===== src/gpdr_cfg.svh =====
// What this block does
// - Port 1 bits 25 and 24 make pins 1.1 and 1.0 outputs when one, inputs when zero.
// - Port 1 bits 17 and 16 drive pins 1.1 and 1.0 while those pins are outputs.
// - Port 1 bits 1 and 0 are read-only levels of pins 1.1 and 1.0, written as zero.
// - Port 2 bits 30, 29, 28, 25, 24 make pins 2.6, 2.5, 2.4, 2.1, 2.0 outputs.
// - Port 2 bits 22, 21, 17, 16 drive pins 2.6, 2.5, 2.1, 2.0; 2.4 has no output bit.
// - Port 2 bits 6, 5, 4, 1, 0 are read-only pin levels, written as zero.
// - Pin 2.5 set as output opens the diagnostic write path to the high-voltage pins.
// - Pin 2.4 as input reads back a high-voltage pin under the three-bit select field.
// - Each register is 32 bits wide, upper bits reset to zero, input bits follow the pins except port 2 bit 4 during readback.
`ifndef GPDR_CFG_SVH
`define GPDR_CFG_SVH

`define GPDR_P1_ADDR   32'hffff0d30
`define GPDR_P2_ADDR   32'hffff0d40
`define GPDR_RD_IDLE   32'h0000_0000
`define GPDR_P1_RSV    32'hfcfc_fffc
`define GPDR_P2_RSV    32'h8c9c_ff8c
`define GPDR_DIR_RST   1'b0
`define GPDR_DOUT_RST  1'b0
`define GPDR_HVSEL_OFF 3'h0

`define GPDR_P1_DIR0   24
`define GPDR_P1_DIR1   25
`define GPDR_P1_DOUT0  16
`define GPDR_P1_DOUT1  17
`define GPDR_P1_DIN0   0
`define GPDR_P1_DIN1   1

`define GPDR_P2_DIR0   24
`define GPDR_P2_DIR1   25
`define GPDR_P2_DIR4   28
`define GPDR_P2_DIR5   29
`define GPDR_P2_DIR6   30
`define GPDR_P2_DOUT0  16
`define GPDR_P2_DOUT1  17
`define GPDR_P2_DOUT5  21
`define GPDR_P2_DOUT6  22
`define GPDR_P2_DIN0   0
`define GPDR_P2_DIN1   1
`define GPDR_P2_DIN4   4
`define GPDR_P2_DIN5   5
`define GPDR_P2_DIN6   6

`define GPDR_P1_PINS   2
`define GPDR_P2_PINS   5
`define GPDR_P2_IDX4   2
`define GPDR_P2_IDX5   3
`define GPDR_SYNC_W    8
`define GPDR_SYNC_HV   7

`endif


===== src/gpdr_pkg.sv =====
`include "gpdr_cfg.svh"

package gpdr_pkg;

   typedef struct packed {
      logic [`GPDR_P1_PINS-1:0] dir;
      logic [`GPDR_P1_PINS-1:0] dout;
   } gpdr_p1_t;

   typedef struct packed {
      logic [`GPDR_P2_PINS-1:0] dir;
      logic [`GPDR_P2_PINS-1:0] dout;
   } gpdr_p2_t;

   typedef struct packed {
      logic [31:0] addr;
      logic [31:0] wdata;
      logic        wr;
      logic        rd;
   } gpdr_bus_t;

   typedef enum logic [1:0] {
      GPDR_SEL_NONE,
      GPDR_SEL_P1,
      GPDR_SEL_P2
   } gpdr_sel_t;

endpackage : gpdr_pkg


===== src/gpdr_port_data.sv =====
`timescale 1ns/1ps
`default_nettype none
`include "gpdr_cfg.svh"

module gpdr_port_data
   import gpdr_pkg::*;
(
   // clock and reset
   input  wire logic                     clock_i,
   input  wire logic                     rst_n_i,
   // register port
   input  wire logic [31:0]              addr_i,
   input  wire logic [31:0]              wdata_i,
   input  wire logic                     wr_i,
   input  wire logic                     rd_i,
   output logic      [31:0]              rdata_o,
   // port 1 pins
   input  wire logic [`GPDR_P1_PINS-1:0] p1_pin_i,
   output logic      [`GPDR_P1_PINS-1:0] p1_pin_o,
   output logic      [`GPDR_P1_PINS-1:0] p1_pin_oe_o,
   // port 2 pins: 2.0 2.1 2.4 2.5 2.6
   input  wire logic [`GPDR_P2_PINS-1:0] p2_pin_i,
   output logic      [`GPDR_P2_PINS-1:0] p2_pin_o,
   output logic      [`GPDR_P2_PINS-1:0] p2_pin_oe_o,
   // high-voltage diagnostics
   input  wire logic [2:0]               hv_cfg_sel_i,
   input  wire logic                     hv_readback_i,
   output logic                          hv_diag_wr_en_o,
   output logic                          hv_diag_wr_data_o,
   output logic                          hv_readback_en_o,
   output logic      [2:0]               hv_readback_sel_o
);

   localparam int P1_DIR_POS  [`GPDR_P1_PINS] = '{`GPDR_P1_DIR0, `GPDR_P1_DIR1};
   localparam int P1_DOUT_POS [`GPDR_P1_PINS] = '{`GPDR_P1_DOUT0, `GPDR_P1_DOUT1};
   localparam int P1_DIN_POS  [`GPDR_P1_PINS] = '{`GPDR_P1_DIN0, `GPDR_P1_DIN1};
   localparam int P2_DIR_POS  [`GPDR_P2_PINS] = '{`GPDR_P2_DIR0, `GPDR_P2_DIR1,
      `GPDR_P2_DIR4, `GPDR_P2_DIR5, `GPDR_P2_DIR6};
   localparam int P2_DOUT_POS [`GPDR_P2_PINS] = '{`GPDR_P2_DOUT0, `GPDR_P2_DOUT1,
      `GPDR_P2_DOUT0, `GPDR_P2_DOUT5, `GPDR_P2_DOUT6};
   localparam int P2_DIN_POS  [`GPDR_P2_PINS] = '{`GPDR_P2_DIN0, `GPDR_P2_DIN1,
      `GPDR_P2_DIN4, `GPDR_P2_DIN5, `GPDR_P2_DIN6};

   gpdr_bus_t                  bus;
   gpdr_p1_t                   p1;
   gpdr_p1_t                   next_p1;
   gpdr_p2_t                   p2;
   gpdr_p2_t                   next_p2;
   logic [31:0]                rdata;
   logic [31:0]                next_rdata;
   logic [2:0]                 hv_sel;
   logic [2:0]                 next_hv_sel;
   logic [`GPDR_SYNC_W-1:0]    sync_raw;
   logic [`GPDR_SYNC_W-1:0]    sync_lvl;
   logic [`GPDR_P1_PINS-1:0]   p1_din;
   logic [`GPDR_P2_PINS-1:0]   p2_din;
   logic                       hv_active;

   // address decode, shared by write and read paths
   function automatic gpdr_sel_t gpdr_decode(input logic [31:0] addr);
      gpdr_sel_t sel;
      sel = GPDR_SEL_NONE;
      if (addr == `GPDR_P1_ADDR) begin
         sel = GPDR_SEL_P1;
      end else if (addr == `GPDR_P2_ADDR) begin
         sel = GPDR_SEL_P2;
      end
      return sel;
   endfunction : gpdr_decode

   assign bus = '{addr: addr_i, wdata: wdata_i, wr: wr_i, rd: rd_i};

   // pin levels and the readback line cross into the clock domain
   assign sync_raw = {hv_readback_i, p2_pin_i, p1_pin_i};

   gpdr_sync #(
      .WIDTH (`GPDR_SYNC_W)
   ) u_sync (
      .clock_i (clock_i),
      .rst_n_i (rst_n_i),
      .async_i (sync_raw),
      .sync_o  (sync_lvl)
   );

   // readback routes the selected high-voltage pin into the 2.4 input bit
   assign hv_active = !p2.dir[`GPDR_P2_IDX4] && (hv_cfg_sel_i != `GPDR_HVSEL_OFF);

   always_comb begin
      p1_din = sync_lvl[`GPDR_P1_PINS-1:0];
      p2_din = sync_lvl[`GPDR_P1_PINS +: `GPDR_P2_PINS];
      if (hv_active) begin
         p2_din[`GPDR_P2_IDX4] = sync_lvl[`GPDR_SYNC_HV];
      end
   end

   // register write path
   always_comb begin
      next_p1 = p1;
      next_p2 = p2;
      if (bus.wr && gpdr_decode(bus.addr) == GPDR_SEL_P1) begin
         for (int i = 0; i < `GPDR_P1_PINS; i++) begin
            next_p1.dir[i]  = bus.wdata[P1_DIR_POS[i]];
            next_p1.dout[i] = bus.wdata[P1_DOUT_POS[i]];
         end
      end
      if (bus.wr && gpdr_decode(bus.addr) == GPDR_SEL_P2) begin
         for (int i = 0; i < `GPDR_P2_PINS; i++) begin
            next_p2.dir[i]  = bus.wdata[P2_DIR_POS[i]];
            next_p2.dout[i] = bus.wdata[P2_DOUT_POS[i]];
         end
      end
      next_p2.dout[`GPDR_P2_IDX4] = `GPDR_DOUT_RST;
   end

   // register read path, data one cycle after the strobe, zero otherwise
   always_comb begin
      next_rdata = `GPDR_RD_IDLE;
      if (bus.rd) begin
         case (gpdr_decode(bus.addr))
            GPDR_SEL_P1: begin
               for (int i = 0; i < `GPDR_P1_PINS; i++) begin
                  next_rdata[P1_DIR_POS[i]]  = p1.dir[i];
                  next_rdata[P1_DOUT_POS[i]] = p1.dout[i];
                  next_rdata[P1_DIN_POS[i]]  = p1_din[i];
               end
            end
            GPDR_SEL_P2: begin
               for (int i = 0; i < `GPDR_P2_PINS; i++) begin
                  next_rdata[P2_DIR_POS[i]] = p2.dir[i];
                  if (i != `GPDR_P2_IDX4) begin
                     next_rdata[P2_DOUT_POS[i]] = p2.dout[i];
                  end
                  next_rdata[P2_DIN_POS[i]] = p2_din[i];
               end
            end
            default: begin
               next_rdata = `GPDR_RD_IDLE;
            end
         endcase
      end
   end

   // readback selection follows the field only while 2.4 is an input
   always_comb begin
      next_hv_sel = `GPDR_HVSEL_OFF;
      if (!next_p2.dir[`GPDR_P2_IDX4]) begin
         next_hv_sel = hv_cfg_sel_i;
      end
   end

   always_ff @(posedge clock_i or negedge rst_n_i) begin
      if (!rst_n_i) begin
         p1     <= '{dir: {`GPDR_P1_PINS{`GPDR_DIR_RST}}, dout: {`GPDR_P1_PINS{`GPDR_DOUT_RST}}};
         p2     <= '{dir: {`GPDR_P2_PINS{`GPDR_DIR_RST}}, dout: {`GPDR_P2_PINS{`GPDR_DOUT_RST}}};
         rdata  <= `GPDR_RD_IDLE;
         hv_sel <= `GPDR_HVSEL_OFF;
      end else begin
         p1     <= next_p1;
         p2     <= next_p2;
         rdata  <= next_rdata;
         hv_sel <= next_hv_sel;
      end
   end

   // pin drivers
   genvar g;
   generate
      for (g = 0; g < `GPDR_P1_PINS; g++) begin : g_p1
         assign p1_pin_oe_o[g] = p1.dir[g];
         assign p1_pin_o[g]    = p1.dout[g];
      end
      for (g = 0; g < `GPDR_P2_PINS; g++) begin : g_p2
         assign p2_pin_oe_o[g] = p2.dir[g];
         assign p2_pin_o[g]    = p2.dout[g];
      end
   endgenerate

   assign rdata_o           = rdata;
   assign hv_diag_wr_en_o   = p2.dir[`GPDR_P2_IDX5];
   assign hv_diag_wr_data_o = p2.dout[`GPDR_P2_IDX5];
   assign hv_readback_en_o  = !p2.dir[`GPDR_P2_IDX4];
   assign hv_readback_sel_o = hv_sel;

   // checks
   logic wr_p1;
   logic wr_p2;
   logic rd_p1;
   logic rd_p2;

   assign wr_p1 = wr_i && (addr_i == `GPDR_P1_ADDR);
   assign wr_p2 = wr_i && (addr_i == `GPDR_P2_ADDR);
   assign rd_p1 = rd_i && (addr_i == `GPDR_P1_ADDR);
   assign rd_p2 = rd_i && (addr_i == `GPDR_P2_ADDR);

   property p_p1_dir;
      @(posedge clock_i) disable iff (!rst_n_i)
      wr_p1 |=> p1_pin_oe_o == $past({wdata_i[`GPDR_P1_DIR1], wdata_i[`GPDR_P1_DIR0]});
   endproperty
   a_p1_dir: assert property (p_p1_dir)
      else $error("port 1 direction does not follow write");

   property p_p1_out;
      @(posedge clock_i) disable iff (!rst_n_i)
      wr_p1 ##1 !wr_p1 [*2]
      |-> p1_pin_o == $past({wdata_i[`GPDR_P1_DOUT1], wdata_i[`GPDR_P1_DOUT0]}, 2);
   endproperty
   a_p1_out: assert property (p_p1_out)
      else $error("port 1 output level lost after write");

   property p_p1_in;
      @(posedge clock_i) disable iff (!rst_n_i)
      rd_p1 |=> rdata_o[`GPDR_P1_DIN1:`GPDR_P1_DIN0] == $past(sync_lvl[1:0]);
   endproperty
   a_p1_in: assert property (p_p1_in)
      else $error("port 1 input bits do not show pin levels");

   property p_p2_dir;
      @(posedge clock_i) disable iff (!rst_n_i)
      wr_p2 |=> p2_pin_oe_o == $past({wdata_i[`GPDR_P2_DIR6], wdata_i[`GPDR_P2_DIR5],
         wdata_i[`GPDR_P2_DIR4], wdata_i[`GPDR_P2_DIR1], wdata_i[`GPDR_P2_DIR0]});
   endproperty
   a_p2_dir: assert property (p_p2_dir)
      else $error("port 2 direction does not follow write");

   property p_p2_out;
      @(posedge clock_i) disable iff (!rst_n_i)
      wr_p2 |=> p2_pin_o == $past({wdata_i[`GPDR_P2_DOUT6], wdata_i[`GPDR_P2_DOUT5],
         1'b0, wdata_i[`GPDR_P2_DOUT1], wdata_i[`GPDR_P2_DOUT0]});
   endproperty
   a_p2_out: assert property (p_p2_out)
      else $error("port 2 output levels wrong after write");

   property p_p2_in;
      @(posedge clock_i) disable iff (!rst_n_i)
      rd_p2 && !hv_active |=> {rdata_o[`GPDR_P2_DIN6:`GPDR_P2_DIN4],
         rdata_o[`GPDR_P2_DIN1:`GPDR_P2_DIN0]} == $past(p2_pin_i, 3);
   endproperty
   a_p2_in: assert property (p_p2_in)
      else $error("port 2 input bits do not show synchronised pins");

   property p_hv_wr;
      @(posedge clock_i) disable iff (!rst_n_i)
      wr_p2 |=> hv_diag_wr_en_o == $past(wdata_i[`GPDR_P2_DIR5])
         && hv_diag_wr_data_o == $past(wdata_i[`GPDR_P2_DOUT5]);
   endproperty
   a_hv_wr: assert property (p_hv_wr)
      else $error("diagnostic write path does not track pin 2.5");

   property p_hv_rd;
      @(posedge clock_i) disable iff (!rst_n_i)
      rd_p2 && hv_active |=> rdata_o[`GPDR_P2_DIN4] == $past(hv_readback_i, 3);
   endproperty
   a_hv_rd: assert property (p_hv_rd)
      else $error("pin 2.4 input bit misses high-voltage readback");

   property p_hv_sel;
      @(posedge clock_i) disable iff (!rst_n_i)
      $past(rst_n_i) |-> hv_readback_sel_o
         == (hv_readback_en_o ? $past(hv_cfg_sel_i) : `GPDR_HVSEL_OFF);
   endproperty
   a_hv_sel: assert property (p_hv_sel)
      else $error("readback selection does not follow the field");

   property p_rsv_zero;
      @(posedge clock_i) disable iff (!rst_n_i)
      rd_p1 |=> (rdata_o & `GPDR_P1_RSV) == `GPDR_RD_IDLE;
   endproperty
   a_rsv_zero: assert property (p_rsv_zero)
      else $error("reserved port 1 bits read nonzero");

   property p_rsv_zero_p2;
      @(posedge clock_i) disable iff (!rst_n_i)
      rd_p2 |=> (rdata_o & `GPDR_P2_RSV) == `GPDR_RD_IDLE;
   endproperty
   a_rsv_zero_p2: assert property (p_rsv_zero_p2)
      else $error("reserved port 2 bits read nonzero");

   property p_rd_unmapped;
      @(posedge clock_i) disable iff (!rst_n_i)
      rd_i && !rd_p1 && !rd_p2 |=> rdata_o == `GPDR_RD_IDLE;
   endproperty
   a_rd_unmapped: assert property (p_rd_unmapped)
      else $error("unmapped read returns nonzero");

   property p_sync_delay;
      @(posedge clock_i) disable iff (!rst_n_i)
      rd_p1 |=> rdata_o[`GPDR_P1_DIN1:`GPDR_P1_DIN0] == $past(p1_pin_i, 3);
   endproperty
   a_sync_delay: assert property (p_sync_delay)
      else $error("port 1 pin level not two flops late");

   property p_rd_idle;
      @(posedge clock_i) disable iff (!rst_n_i)
      !rd_i |=> rdata_o == `GPDR_RD_IDLE;
   endproperty
   a_rd_idle: assert property (p_rd_idle)
      else $error("read data stands outside its cycle");

   c_p1_write: cover property (@(posedge clock_i) disable iff (!rst_n_i)
      wr_p1 ##1 p1_pin_oe_o != '0);
   c_p2_read: cover property (@(posedge clock_i) disable iff (!rst_n_i)
      wr_p2 ##1 rd_p2);
   c_hv_rdbk: cover property (@(posedge clock_i) disable iff (!rst_n_i)
      rd_p2 && hv_active);
   c_hv_wr: cover property (@(posedge clock_i) disable iff (!rst_n_i)
      hv_diag_wr_en_o && hv_diag_wr_data_o);

endmodule : gpdr_port_data

`default_nettype wire


===== src/gpdr_sync.sv =====
`timescale 1ns/1ps
`default_nettype none
`include "gpdr_cfg.svh"

module gpdr_sync
   import gpdr_pkg::*;
#(
   parameter int WIDTH = `GPDR_SYNC_W
) (
   // clock and reset
   input  wire logic             clock_i,
   input  wire logic             rst_n_i,
   // levels
   input  wire logic [WIDTH-1:0] async_i,
   output logic      [WIDTH-1:0] sync_o
);

   logic [WIDTH-1:0] stage1;
   logic [WIDTH-1:0] stage2;

   // two flops, first one read only by the second
   always_ff @(posedge clock_i or negedge rst_n_i) begin
      if (!rst_n_i) begin
         stage1 <= '0;
         stage2 <= '0;
      end else begin
         stage1 <= async_i;
         stage2 <= stage1;
      end
   end

   assign sync_o = stage2;

endmodule : gpdr_sync

`default_nettype wire


===== config.mk =====
export PLATFORM = sky130hd
export DESIGN_NAME = gpdr_port_data
export DESIGN_NICKNAME = d
export VERILOG_FILES = /design/src/gpdr_pkg.sv /design/src/gpdr_port_data.sv /design/src/gpdr_sync.sv
export VERILOG_INCLUDE_DIRS = /design/src /design/src/src
export SDC_FILE = /design/constraint.sdc
export NUM_CORES = 1
export LEC_CHECK = 0
export ABC_AREA = 1
export BUFFER_PORTS_ARGS = -buffer_cell sky130_fd_sc_hd__buf_4
export CELL_PAD_IN_SITES_DETAIL_PLACEMENT = 0
export CELL_PAD_IN_SITES_GLOBAL_PLACEMENT = 1
export CORE_MARGIN = 2
export CORE_UTILIZATION = 30
export DETAILED_ROUTE_END_ITERATION = 10
export PLACE_DENSITY = 0.89
export SLEW_MARGIN = 40
export SYNTH_ARGS = -nofsm -noshare
export SYNTH_HDL_FRONTEND = slang
export SYNTH_SLANG_ARGS = --single-unit

===== constraint.sdc =====
create_clock -name clock_i -period 1.3 [get_ports clock_i]
set_clock_uncertainty 0.1 [all_clocks]
set_input_delay 0.325 -clock clock_i [delete_from_list [all_inputs] [get_ports clock_i]]
set_output_delay 0.325 -clock clock_i [all_outputs]
set_load 0.02 [all_outputs]

==> run metrics, run 1 <==
PD cells=874 mW/mm^2; initial drt markers=59; CP Max Fanout=4; max_cap viols=0; GP Congestion=0.791; CTS H-tree lvls=2; startpoint types=flip-flop; FILL cells=614; IO buf count=88; final routed DRC violation total=0; setup_tns=-0.0698 ns; RSZ-0062 raised after global routing=yes; Synthesis Warnings=0; Post-synth EDFFs=0; clock transition at the registers of the reported paths=0.08 ns; drt pass-1 iters=5; Worst EP required=0.88 ns; crit path kind=reg2out; core region area=0.00668 mm^2; nets=403; All-Layer GR Usage=0.121; n_diodes=0; worst-skew pair later-pin latency=0.29 ns; failing checks=setup timing; critical path endpoint category=output port; Final HPWL DP=3.60 mm; vias in the first global route=1570; Syn Area/Cell=9.96 um^2; largest net degree at the start of global routing=22; worst-case clock buffer depth=2; post-synthesis sequential area ratio=0.564; Post-Syn Instances=205; fin crit period=1.36 ns; commonest non-fill, non-tap cells in the layout=buf_4, dfrtp_1, inv_1, nand2_1, conb_1; CP Data Arrival Time=0.93 ns; Root Buffer=clkbuf_8; initial core utilization=0.306; Horiz. Die Dim=86.5 um; DIE AREA=0.00748 mm^2; Pins Over Slew Limit=0; die height=86.5 um; Overall Power=2.82 mW; WL/cell=11.7 um; clock net sink count=46; final setup fails=4; synthesized flop and latch total=46; post-route clock period utilization=1.04; leakage dissipation=1.73 nW; final hold vios=0; Util after Layout=0.483; global route total overflow=0; Syn Std Cell Area=0.00204 mm^2; first-pass GRT wire length=6.93 mm; status=finished, violations left; main flop type after synthesis=dfrtp_1; ys async rst share=1.00; area grow syn2layout=57.9%; via density per instance=4.16; total wire length=4.74 mm; Boundary Pins=131; initial antenna violation count=0; via count=1684; VDD IR-drop max=0.000417 V; ANT nets after route=0; most common library cell in the layout ignoring fill and taps=buf_4; clock tree from TritonCTS=built; fraction of layout cells with a size suffix above 1=0.545; Yosys cell types=22; Min-Delay Path Class=in2reg; cts bufs inserted=5; row count=30; post-layout worst setup margin=-0.0559 ns; placed cells=381; post-route insts no fill=405; Max Clock Freq=738 MHz
layer usage:
layer / part of all wire / GRT usage / vias up
li1: - / - / 837
met1: 0.36 / 0.128 / 777
met2: 0.56 / 0.220 / 58
met3: 0.048 / 0.0248 / 12
met4: 0.032 / 0.0739 / 0
met5: 0 / 0 / -
per-stage QoR:
step | worst slack, ns | hold slack (ns) | cell area (um^2)
after global placement | -0.267 | 0.120 | 2860
after global routing | -0.0998 | 0.00762 | 3220
final | -0.0559 | 0.0304 | 3220
after detailed placement | -0.272 | 0.123 | 2860
after CTS | -0.0599 | 0.0213 | 3060
after floorplan | -0.0579 | -0.0706 | 2140
cell type report:
cell class,instances,area (um^2),share of cell area
Sequential cell,46,1150,0.357
Timing Repair Buffer,118,990,0.307
Multi-Input combinational cell,121,752,0.233
Inverter,32,120,0.0373
Tap cell,80,100,0.0310
Clock buffer,6,72.6,0.0225
Clock inverter,2,37.5,0.0116
worst max-delay path, stage by stage, from the launching register on:
cell and delay, ns:
dfrtp_2 0.45, inv_2 0.07, buf_6 0.11
repair_timing:
item	in CTS	in global routing
hold buffers	1	0
hold endpoints to repair	19	0
pin swaps	0	15
endpoints found under the setup margin	12	40
setup buffers	10	5
gates resized for setup	2	35
cells by family (layout without fill, tap and decap cells):
logic type / after synthesis / in the layout / share of synthesized area
other: 1 / 19 / 0.00184
flip-flops: 46 / 46 / 0.564
AND/OR/NAND/NOR: 92 / 92 / 0.249
AO/OA/AOI/OAI: 10 / 10 / 0.0398
buffers and inverters: 56 / 158 / 0.146
synthesized netlist by cell type, types with 2 or more instances:
master / count / share of area
nor2_1: 11 / 0.020
nand3_4: 2 / 0.017
nor3_2: 2 / 0.0098
inv_2: 2 / 0.0037
nand2_1: 40 / 0.074
nand2_2: 4 / 0.012
inv_1: 30 / 0.055
nand3_1: 2 / 0.0049
nor2_4: 3 / 0.017
buf_4: 21 / 0.077
dfrtp_1: 46 / 0.56
nand4_1: 17 / 0.052
o21ai_2: 8 / 0.034
nor2_2: 9 / 0.028
worst paths after layout:
path	from	end	slack [ns]	cells past startpoint
max in group asynchronous	rst_n_i	p2_pin_oe_o[2]$_DFF_PN0_	0.37	3
setup reg to reg	p2_pin_oe_o[2]$_DFF_PN0_	rdata_o[4]$_DFF_PN0_	0.25	4
min in group asynchronous	rst_n_i	u_sync.stage1[5]$_DFF_PN0_	0.34	2
hold / removal	p2_pin_i[3]	u_sync.stage1[5]$_DFF_PN0_	0.03	1
hold reg to reg	u_sync.stage1[3]$_DFF_PN0_	u_sync.sync_o[3]$_DFF_PN0_	0.25	0
setup / recovery	p2_pin_oe_o[2]$_DFF_PN0_	hv_readback_en_o	-0.06	2
registers in the layout (all words and copies together) (netlist names):
register,count
p2_pin_o,4
hv_readback_sel_o,3
u_sync.stage1,8
p1_pin_oe_o,2
p2_pin_oe_o,5
u_sync.sync_o,8
p1_pin_o,2
rdata_o,14
report_power, final:
part | internal (mW) | switching (mW) | leakage, nW | total, mW
clock network | 0.573 | 0.465 | 0.0514 | 1.04
logic | 0.146 | 0.168 | 1.08 | 0.314
registers | 1.46 | 0.00771 | 0.597 | 1.47
No activity file was read; power rests on OpenSTA's default activity.
==> run 2, diff against run 1 <==
--- a/config.mk
+++ b/config.mk
@@ -11,10 +11,11 @@
 export CELL_PAD_IN_SITES_DETAIL_PLACEMENT = 0
 export CELL_PAD_IN_SITES_GLOBAL_PLACEMENT = 1
 export CORE_MARGIN = 2
-export CORE_UTILIZATION = 30
+export CORE_UTILIZATION = 29
 export DETAILED_ROUTE_END_ITERATION = 10
-export PLACE_DENSITY = 0.89
+export PLACE_DENSITY = 0.87
 export SLEW_MARGIN = 40
 export SYNTH_ARGS = -nofsm -noshare
 export SYNTH_HDL_FRONTEND = slang
+export SYNTH_HIERARCHICAL = 1
 export SYNTH_SLANG_ARGS = --single-unit
==> run 2 against run 1 <==
  * The run still ends with setup timing left
  * First-iteration DRC count decreased by 3.4%
  * Combinational power decreased by 4%
  * Routed wire length decreased by 7.3%
  * Register-to-register slack got worse by 0.15 ns
  * Final area decreased by 4.7%
  * Via count decreased by 5.4%
  * Utilization decreased by 2.8 points
  * Non-clock buffer count decreased by 9
  * Critical path depth unchanged
  * Critical endpoint unchanged
==> run metrics, run 2 <==
final hold vios=0 (unchanged); via count=1593 (was 1684); cts bufs inserted=5 (unchanged); setup_tns=-0.0166 ns (was -0.0698 ns); Post-Syn Instances=207 (was 205); post-route insts no fill=399 (was 405); CP Data Arrival Time=0.89 ns (was 0.93 ns); row count=30 (unchanged); total wire length=4.39 mm (was 4.74 mm); initial drt markers=57 (was 59); leakage dissipation=1.62 nW (was 1.73 nW); n_diodes=0 (unchanged); failing checks=setup timing (unchanged); DIE AREA=0.00762 mm^2 (was 0.00748 mm^2); worst-skew pair later-pin latency=0.29 ns (about the same); CTS H-tree lvls=2 (unchanged); max reg flops=14 (unchanged); slowest CP cell=dfrtp_1 (was dfrtp_2); Max Clock Freq=760 MHz (was 738 MHz); vias in the first global route=1445 (was 1570); clock tree from TritonCTS=built (unchanged); initial antenna violation count=0 (unchanged); Syn Std Cell Area=0.00201 mm^2 (was 0.00204 mm^2); fin crit period=1.32 ns (was 1.36 ns); placed cells=376 (was 381); final routed DRC violation total=0 (unchanged); Root Buffer=clkbuf_8 (unchanged); via density per instance=3.99 (was 4.16); Synthesis Warnings=6 (was 0); post-layout worst setup margin=-0.0166 ns (was -0.0559 ns); largest net degree at the start of global routing=47 (was 22); synthesized flop and latch total=46 (unchanged); final setup fails=1 (was 4); Min-Delay Path Class=in2reg (unchanged); clock transition at the registers of the reported paths=0.08 ns (about the same); Syn Area/Cell=9.73 um^2 (was 9.96 um^2); crit path kind=reg2out (unchanged); initial core utilization=0.298 (was 0.306); ys async rst share=1.00 (unchanged); commonest non-fill, non-tap cells in the layout=buf_4, dfrtp_1, nand2_1, inv_1, conb_1 (was buf_4, dfrtp_1, inv_1, nand2_1, conb_1); Worst EP required=0.88 ns (about the same); PD cells=910 mW/mm^2 (was 874 mW/mm^2); startpoint types=flip-flop (unchanged); nets=397 (was 403); fraction of layout cells with a size suffix above 1=0.498 (was 0.545); most numerous cell in the Yosys netlist=nand2_1 (was dfrtp_1); IO buf count=88 (unchanged); RSZ-0062 raised after global routing=yes (unchanged); post-synthesis sequential area ratio=0.572 (was 0.564); most common library cell in the layout ignoring fill and taps=buf_4 (unchanged); Final Cell Area=0.00307 mm^2 (was 0.00322 mm^2); area grow syn2layout=52.6% (was 57.9%); global route total overflow=0 (unchanged); Synth top area share=0.572 (was 0.564); post-route clock period utilization=1.01 (was 1.04); main flop type after synthesis=dfrtp_1 (unchanged); max_cap viols=0 (unchanged); Final HPWL DP=3.34 mm (was 3.60 mm); VDD IR-drop max=0.000342 V (was 0.000417 V); worst-case clock buffer depth=2 (unchanged); cells along the critical path=inv_2 -> buf_6 (unchanged); placed inst area=0.00279 mm^2 (was 0.00286 mm^2); GP Congestion=0.738 (was 0.791); max incr delay on CP=0.42 ns (was 0.45 ns); Util after Layout=0.455 (was 0.483); Post-synth EDFFs=0 (unchanged); main area contributors after synthesis=dfrtp_1, nand2_1, buf_4 (was dfrtp_1, buf_4, nand2_1); All-Layer GR Usage=0.110 (was 0.121); ANT nets after route=0 (unchanged); status=finished, violations left (unchanged); core region area=0.00676 mm^2 (was 0.00668 mm^2); Pins Over Slew Limit=0 (unchanged); die height=87.3 um (was 86.5 um); commonest cells in the netlist=nand2_1, dfrtp_1, inv_1, buf_4, nor2_1 (was dfrtp_1, nand2_1, inv_1, buf_4, nand4_1); clock net sink count=46 (unchanged); drt pass-1 iters=4 (was 5); Hold WS=0.0358 ns (was 0.0304 ns); CP Max Fanout=3 (was 4); Synth area leader=dfrtp_1 (unchanged); WL/cell=11.0 um (was 11.7 um); Horiz. Die Dim=87.3 um (was 86.5 um); first-pass GRT wire length=6.53 mm (was 6.93 mm); Boundary Pins=131 (unchanged); Yosys cell types=20 (was 22); critical path endpoint category=output port (unchanged)
[run 2: changes by cell type in the layout (fill, tap and decap cells not counted), sizes merged]
cell / before / now
buf: 117 / 108
o21ai: 9 / 13
nand2: 45 / 49
or2: 0 / 6
nor3: 2 / 1
nand4: 17 / 7
[run 2: final cells by class]
cell class | instances | area (um^2)
Clock buffer | 6 | 72.6
Clock inverter | 2 | 37.5
Fill cell | 643 | 3680
Inverter | 32 | 138
Multi-Input combinational cell | 124 | 683
Sequential cell | 46 | 1150
Tap cell | 80 | 100
Timing Repair Buffer | 109 | 891
[run 2: metal layers]
| metal | routed length, um | share of wire | vias up | GRT usage |
|---|---|---|---|---|
| met3 | 339 | 0.077 | 7 | 0.0351 |
| met1 | 1700 | 0.39 | 719 | 0.126 |
| met2 | 2290 | 0.52 | 61 | 0.198 |
| li1 | - | - | 806 | - |
| met4 | 57 | 0.013 | 0 | 0.0294 |
| met5 | 0 | 0 | - | 0 |
[run 2: kinds of logic after synthesis]
logic type      share of synthesized area
flops                               0.572
other cells                       0.00186
compound gates                     0.0503
simple gates                        0.229
buf+inv                             0.147
[run 2: repair_timing]
action,4_1_cts,5_1_grt
hold buffers,1,0
endpoints found under the setup margin,11,27
gates resized for setup,4,13
setup buffers,8,6
hold endpoints to repair,46,0
[run 2: per-stage QoR]
step,power (mW),setup slack (ns)
floorplan,1.65,-0.0278
global placement,1.79,-0.241
detailed placement,1.80,-0.251
CTS,2.83,-0.0368
global route,2.92,-0.0702
finish,2.80,-0.0166
[run 2: path summary, 6_finish.rpt]
path	startpoint	end	slack [ns]	depth (start not counted)
max	p2_pin_oe_o[2]$_DFF_PN0_	hv_readback_en_o	-0.02	2
min	p2_pin_i[1]	u_sync/stage1[3]$_DFF_PN0_	0.04	1
max reg2reg	p2_pin_oe_o[2]$_DFF_PN0_	rdata_o[4]$_DFF_PN0_	0.10	5
min reg2reg	u_sync/stage1[1]$_DFF_PN0_	u_sync/sync_o[1]$_DFF_PN0_	0.25	0
max in group asynchronous	rst_n_i	rdata_o[29]$_DFF_PN0_	0.44	3
min in group asynchronous	rst_n_i	p2_pin_oe_o[2]$_DFF_PN0_	0.46	3
[run 2: critical path: cells and delay by family, from the launching register on]
| family | cells | cell delay [ns] |
|---|---|---|
| buffers and inverters | 2 | 0.19 |
| DFF | 1 | 0.42 |
[run 2: report_power, final]
| group | internal [mW] | switching (mW) |
|---|---|---|
| combinational | 0.143 | 0.160 |
| clock | 0.573 | 0.455 |
| sequential | 1.46 | 0.00754 |
